**config.mk**
```make
export PLATFORM = sky130hd
export DESIGN_NAME = tsc_capture
export DESIGN_NICKNAME = d
export VERILOG_FILES = /design/src/rtl/tsc_pkg.sv /design/src/rtl/tsc_capture.sv /design/src/rtl/tsc_capture_reg.sv
export SDC_FILE = /design/constraint.sdc
export NUM_CORES = 1
export LEC_CHECK = 0
export BUFFER_PORTS_ARGS = -buffer_cell sky130_fd_sc_hd__clkbuf_2
export CAP_MARGIN = 20
export CELL_PAD_IN_SITES_DETAIL_PLACEMENT = 0
export CELL_PAD_IN_SITES_GLOBAL_PLACEMENT = 1
export CORE_MARGIN = 2
export CORE_UTILIZATION = 29
export CTS_CLUSTER_DIAMETER = 50
export CTS_CLUSTER_SIZE = 30
export DETAILED_ROUTE_END_ITERATION = 10
export PLACE_DENSITY_LB_ADDON = 0.25
export SETUP_SLACK_MARGIN = 0.4
export SLEW_MARGIN = 20
export SYNTH_ARGS = -nofsm -noshare
export SYNTH_HDL_FRONTEND = slang
export SYNTH_SLANG_ARGS = --single-unit
```
**constraint.sdc**
```tcl
create_clock -name sys_clk -period 1.28 [get_ports sys_clk]
set_clock_uncertainty 0.2 [all_clocks]
set_input_delay 0.128 -clock sys_clk [delete_from_list [all_inputs] [get_ports sys_clk]]
set_output_delay 0.128 -clock sys_clk [all_outputs]
set_load 0.005 [all_outputs]
```
**src/rtl/tsc_pkg.sv**
```systemverilog
// Purpose: Shared constants and types for the minutes/hours capture block
// Assumes: One timekeeping clock; BCD clock values supplied by the clock core
// Notes: Register offsets are byte addresses on the documented register port
package tsc_pkg;
    localparam logic [7:0] MIN_CAP_OFFSET = 8'h16;
    localparam logic [7:0] HOUR_CAP_OFFSET = 8'h17;
    localparam logic [7:0] MIN_CAP_RESET = 8'h00;
    localparam logic [7:0] HOUR_CAP_RESET = 8'h00;
    localparam int MIN_MSB = 6;
    localparam int HOUR24_MSB = 5;
    localparam int HOUR12_MSB = 4;
    localparam int MERIDIAN_BIT = 5;
    localparam logic [7:0] MIN_MASK = 8'h7F;
    localparam logic [7:0] HOUR24_MASK = 8'h3F;
    localparam logic [7:0] HOUR12_MASK = 8'h3F;

    // Time pair carried from the clock core
    typedef struct packed {
        logic [7:0] minutes;
        logic [7:0] hours;
    } tsc_time_t;

    // Register port request
    typedef struct packed {
        logic rd;
        logic wr;
        logic [7:0] addr;
        logic [7:0] wdata;
    } tsc_req_t;
endpackage

```
**src/rtl/tsc_capture.sv**
```systemverilog
// Purpose: Minutes and hours capture registers for recorded events
// Assumes: Clock core supplies BCD minutes/hours in the timekeeping domain
// Notes: Event detection and counter live elsewhere; they drive the strobe
//        Clear beats a same-cycle strobe, so a cleared pair never reads half-filled
`timescale 1ns/1ps
module tsc_capture (
    input wire logic sys_clk,
    input wire logic rst_n,
    input wire tsc_pkg::tsc_time_t clock_now,
    input wire logic hour_format_12,
    input wire logic capture_strobe,
    input wire logic capture_enable,
    input wire logic capture_overwrite_select,
    input wire logic capture_clear,
    input wire tsc_pkg::tsc_req_t req,
    output logic [7:0] rdata,
    output logic captured
);
    // ********************************
    // Capture decision
    // ********************************
    logic take;
    logic [6:0] min_held;
    logic [5:0] hour_held;
    logic [7:0] hour_src;

    // Clock core runs on sys_clk, so its values need no synchroniser
    // First-event mode keeps the earliest stamp until cleared
    assign take = capture_strobe && capture_enable
        && (capture_overwrite_select || !captured);

    always_ff @(posedge sys_clk or negedge rst_n) begin
        if (!rst_n) begin
            captured <= 1'b0;
        end else if (capture_clear) begin
            captured <= 1'b0;
        end else if (take) begin
            captured <= 1'b1;
        end
    end

    // Meridian flag only survives in 12-hour mode; 24-hour keeps tens bit 5
    always_comb begin
        if (hour_format_12) begin
            hour_src = clock_now.hours & tsc_pkg::HOUR12_MASK;
        end else begin
            hour_src = clock_now.hours & tsc_pkg::HOUR24_MASK;
        end
    end

    // ********************************
    // Capture registers
    // ********************************
    // Same strobe feeds both, so the pair is never torn
    tsc_capture_reg #(
        .WIDTH(tsc_pkg::MIN_MSB + 1),
        .RESET_VALUE(tsc_pkg::MIN_CAP_RESET)
    ) u_min (
        .sys_clk(sys_clk),
        .rst_n(rst_n),
        .capture(take),
        .clear(capture_clear),
        .value(clock_now.minutes[tsc_pkg::MIN_MSB:0]),
        .held(min_held)
    );

    tsc_capture_reg #(
        .WIDTH(tsc_pkg::HOUR24_MSB + 1),
        .RESET_VALUE(tsc_pkg::HOUR_CAP_RESET)
    ) u_hour (
        .sys_clk(sys_clk),
        .rst_n(rst_n),
        .capture(take),
        .clear(capture_clear),
        .value(hour_src[tsc_pkg::HOUR24_MSB:0]),
        .held(hour_held)
    );

    // ********************************
    // Register read port
    // ********************************
    // Writes are not decoded at all, so they cannot disturb anything
    always_ff @(posedge sys_clk or negedge rst_n) begin
        if (!rst_n) begin
            rdata <= 8'h00;
        end else if (req.rd) begin
            case (req.addr)
                tsc_pkg::MIN_CAP_OFFSET: rdata <= {1'b0, min_held};
                tsc_pkg::HOUR_CAP_OFFSET: rdata <= {2'b00, hour_held};
                default: rdata <= 8'h00;
            endcase
        end
    end

    // ********************************
    // Elaboration checks
    // ********************************
    // The read port pads each capture to a byte with zeros above the field
    if ($bits(min_held) != tsc_pkg::MIN_MSB + 1
        || $bits(hour_held) != tsc_pkg::HOUR24_MSB + 1
        || tsc_pkg::MERIDIAN_BIT != tsc_pkg::HOUR24_MSB) begin : g_bad_layout
        $error("tsc_capture: capture widths disagree with the register layout");
    end
endmodule

```
**src/rtl/tsc_capture_reg.sv**
```systemverilog
// Purpose: One capture register with capture strobe and clear; enable and first/last select are decided by the caller
// Assumes: Strobe and clear are single-cycle pulses on sys_clk
// Notes: Clear wins over a same-cycle capture; both come from software/event logic
`timescale 1ns/1ps
module tsc_capture_reg #(
    parameter int WIDTH = 8,
    parameter logic [7:0] RESET_VALUE = 8'h00
) (
    input wire logic sys_clk,
    input wire logic rst_n,
    input wire logic capture,
    input wire logic clear,
    input wire logic [WIDTH-1:0] value,
    output logic [WIDTH-1:0] held
);
    // Held values are packed into a byte-wide read port, so wider fields cannot be served
    if (WIDTH < 1 || WIDTH > 8) begin : g_bad_width
        $error("tsc_capture_reg: WIDTH must be 1 to 8");
    end

    always_ff @(posedge sys_clk or negedge rst_n) begin
        if (!rst_n) begin
            held <= RESET_VALUE[WIDTH-1:0];
        end else if (clear) begin
            held <= '0;
        end else if (capture) begin
            held <= value;
        end
    end
endmodule

```
==> impl_results.md <==
* Status: finished with violations
* Failing checks: negative hold slack
* DP Cell Count at 177
* I/O pins at 50
* CP Capture Type: primary output
* CP bufs+invs at 2
* First-pass GRT wire length at 3.70 mm
* Min Hold Slack at -0.416 ns
* TritonCTS Buffers at 3
* Fin worst setup slack at 0.0199 ns
* Diodes inserted at 0
* Synthesized Nets at 141
* Largest net degree at the start of global routing at 22
* CTS tree: done
* Pre-CTS WS at -0.0653 ns
* DR DRC count at 0
* Top-count cell post-synth: dfrtp_1
* Share of cells above drive strength 1 at 43.1%
* Die Area at 3920 um^2
* Post-Syn Instances at 100
* Crit path largest cell delay at 0.42 ns
* Die H at 62.6 um
* Antenna violations before repair at 0
* Fin cells at 183
* Fin. max-slew vios at 0
* Clock transition at the registers of the reported paths at 0.12 ns
* Final ANT Viol Nets at 0
* Seq/Total Area, Yosys at 52.7%
* CP arrival at 0.93 ns
* Ys Warns at 0
* Worst IR Drop VDD at 0.000330 V
* Fin. Hold Viols at 41
* Cell family with most CP delay: flip-flops
* RePlAce Congestion at 0.735
* Starting density of the core at 30.1%
* Setup_tns at 0 ns
* Via count at 833
* Core area at 3310 um^2
* HPWL after DPL at 1.67 mm
* CTS H-tree lvls at 1
* WL final at 2.21 mm
* Final min period at 1.26 ns
* Clk root buf: clkbuf_4
* Critical path cell sequence: buf_6, clkbuf_2
* Rel. slew slack at 64.5%
* #FFs+latches synth at 21
* Post-DR vias/cell at 4.55
* Maximum clock frequency at 794 MHz
* Post-DR wirelength/cell at 12.1 um
* Clk buf depth at 2
* Utilization after layout at 39.5%
* Setup CP Type: reg2out
* Req. time, crit path at 0.95 ns
* Overflow after GRT at 0
* Post-synth top cells: 21 x dfrtp_1, 13 x a21oi_1, 13 x nand3_1
* Type of the worst min-delay path: in2async
* Area grow syn2layout at 31.2%
* FFs w/ async S/R, synth at 100%
* Netlist cell types at 23
* Fin crit share at 98.4%
* Dominant synthesized flop cell: dfrtp_1
* Die Span X at 62.6 um
* Worst path slowest cell: dfrtp_1
* Port Buf Inserts at 35
* EDFF count, synth at 0
* DRT iter0 DRCs at 10
* Average cell area after synthesis at 9.97 um^2
* RSZ-0062 raised after global routing: yes
* Crit start category: register
* Most area-consuming cells after synthesis: dfrtp_1 53%, a21oi_1 6.5%, nand3_1 6.5%
* Nets at 179
* LEAKAGE at 0.000624 uW
* Worst skew pair latency at 0.30 ns
* Mapped Area at 997 um^2
* GRT Total Usage at 11.7%
* Worst slew pin tran at 0.532 ns
* PD cells at 907 nW/um^2
* Clock sink count at 21
* Max_cap viols at 0
* Final setup violating endpoints at 0
* Row Count at 21
* 1st-pass router iterations at 3
* Post-synth top area cell: dfrtp_1
* CP Max Fanout at 3
* Share of the synthesized area in the top cell type at 52.7%
* Vias in the first global route at 833
## routing by layer
layer | routed length [um] | vias to the layer above | GRT usage [%] | part of all wire (%)
met5 | 0 | - | 0 | 0
li1 | - | 421 | - | -
met1 | 1060 | 388 | 15.6 | 48
met3 | 117 | 2 | 2.88 | 5.3
met2 | 1020 | 22 | 18.8 | 46
met4 | 10 | 0 | 3.33 | 0.45
## flip-flops by register name (all words and copies together), names as in the netlist
signal and flops:
rdata 7, u_min.held 7, u_hour.held 6, captured 1
## final cells by class
type / count / area, um^2
flip-flops and latches: 21 / 526
fillers: 354 / 2000
clock buffers: 3 / 22.5
repair buffers: 42 / 260
multi-input cells: 62 / 408
clock inverters: 1 / 5.00
well taps: 46 / 57.6
inverters: 8 / 30.0
## cells by family after synthesis
logic type / after synthesis / share of synthesized area (%)
AO/OA/AOI/OAI: 33 / 18.4
AND/OR/NAND/NOR: 22 / 13.7
flip-flops: 21 / 52.7
buffers and inverters: 17 / 8.78
multiplexers: 6 / 6.02
other: 1 / 0.376
## timing repair
| action | 4_1_cts | 5_1_grt |
|---|---|---|
| pin swaps | 8 | 1 |
| endpoints found under the hold margin | 42 | 41 |
| endpoints found under the setup margin | 29 | 29 |
| gates resized for setup | 4 | 12 |
| setup buffers | 1 | 1 |
## layout by cell type, fill, tap and decap left out, types with 2 or more instances in the layout
| cell | Yosys | layout |
|---|---|---|
| buf_4 | 3 | 3 |
| nand3_1 | 13 | 13 |
| clkbuf_4 | 0 | 3 |
| dfrtp_1 | 21 | 21 |
| mux2i_1 | 6 | 6 |
| clkbuf_2 | 2 | 34 |
| o21ai_1 | 10 | 11 |
| inv_2 | 0 | 2 |
| a21oi_2 | 0 | 3 |
| buf_6 | 1 | 2 |
| inv_1 | 8 | 6 |
| a21oi_1 | 13 | 10 |
| buf_12 | 0 | 2 |
| o21ai_2 | 0 | 2 |
| o22ai_1 | 6 | 6 |
## per-stage QoR
step                power, uW  instance area, um^2
global placement          871                 1230
floorplan                 795                 1010
CTS                      1190                 1280
detailed placement        874                 1230
global route             1260                 1310
finish                   1190                 1310
## path summary, 6_finish.rpt
check / start / end / slack (ns) / cells past startpoint
setup / recovery: captured$_DFFE_PN0P_ / captured / 0.02 / 2
hold / removal: rst_n / u_min.held[6]$_DFFE_PN0P_ / -0.42 / 1
setup reg to reg: captured$_DFFE_PN0P_ / u_hour.held[3]$_DFFE_PN0P_ / 0.06 / 3
hold reg to reg: rdata[0]$_DFFE_PN0P_ / rdata[0]$_DFFE_PN0P_ / 0.33 / 2
max in group asynchronous: rst_n / rdata[3]$_DFFE_PN0P_ / 0.94 / 1
min in group sys_clk: clock_now[4] / u_hour.held[4]$_DFFE_PN0P_ / -0.16 / 3
## report_power, final
| group | switching [uW] | internal, uW | leakage (uW) | total (uW) |
|---|---|---|---|---|
| logic | 91.4 | 86.6 | 0.000318 | 178 |
| registers | 12.7 | 684 | 0.000288 | 696 |
| clock network | 197 | 116 | 0.0000177 | 313 |
| total | 301 | 886 | 0.000624 | 1190 |
(Power assumes the default switching activity.)
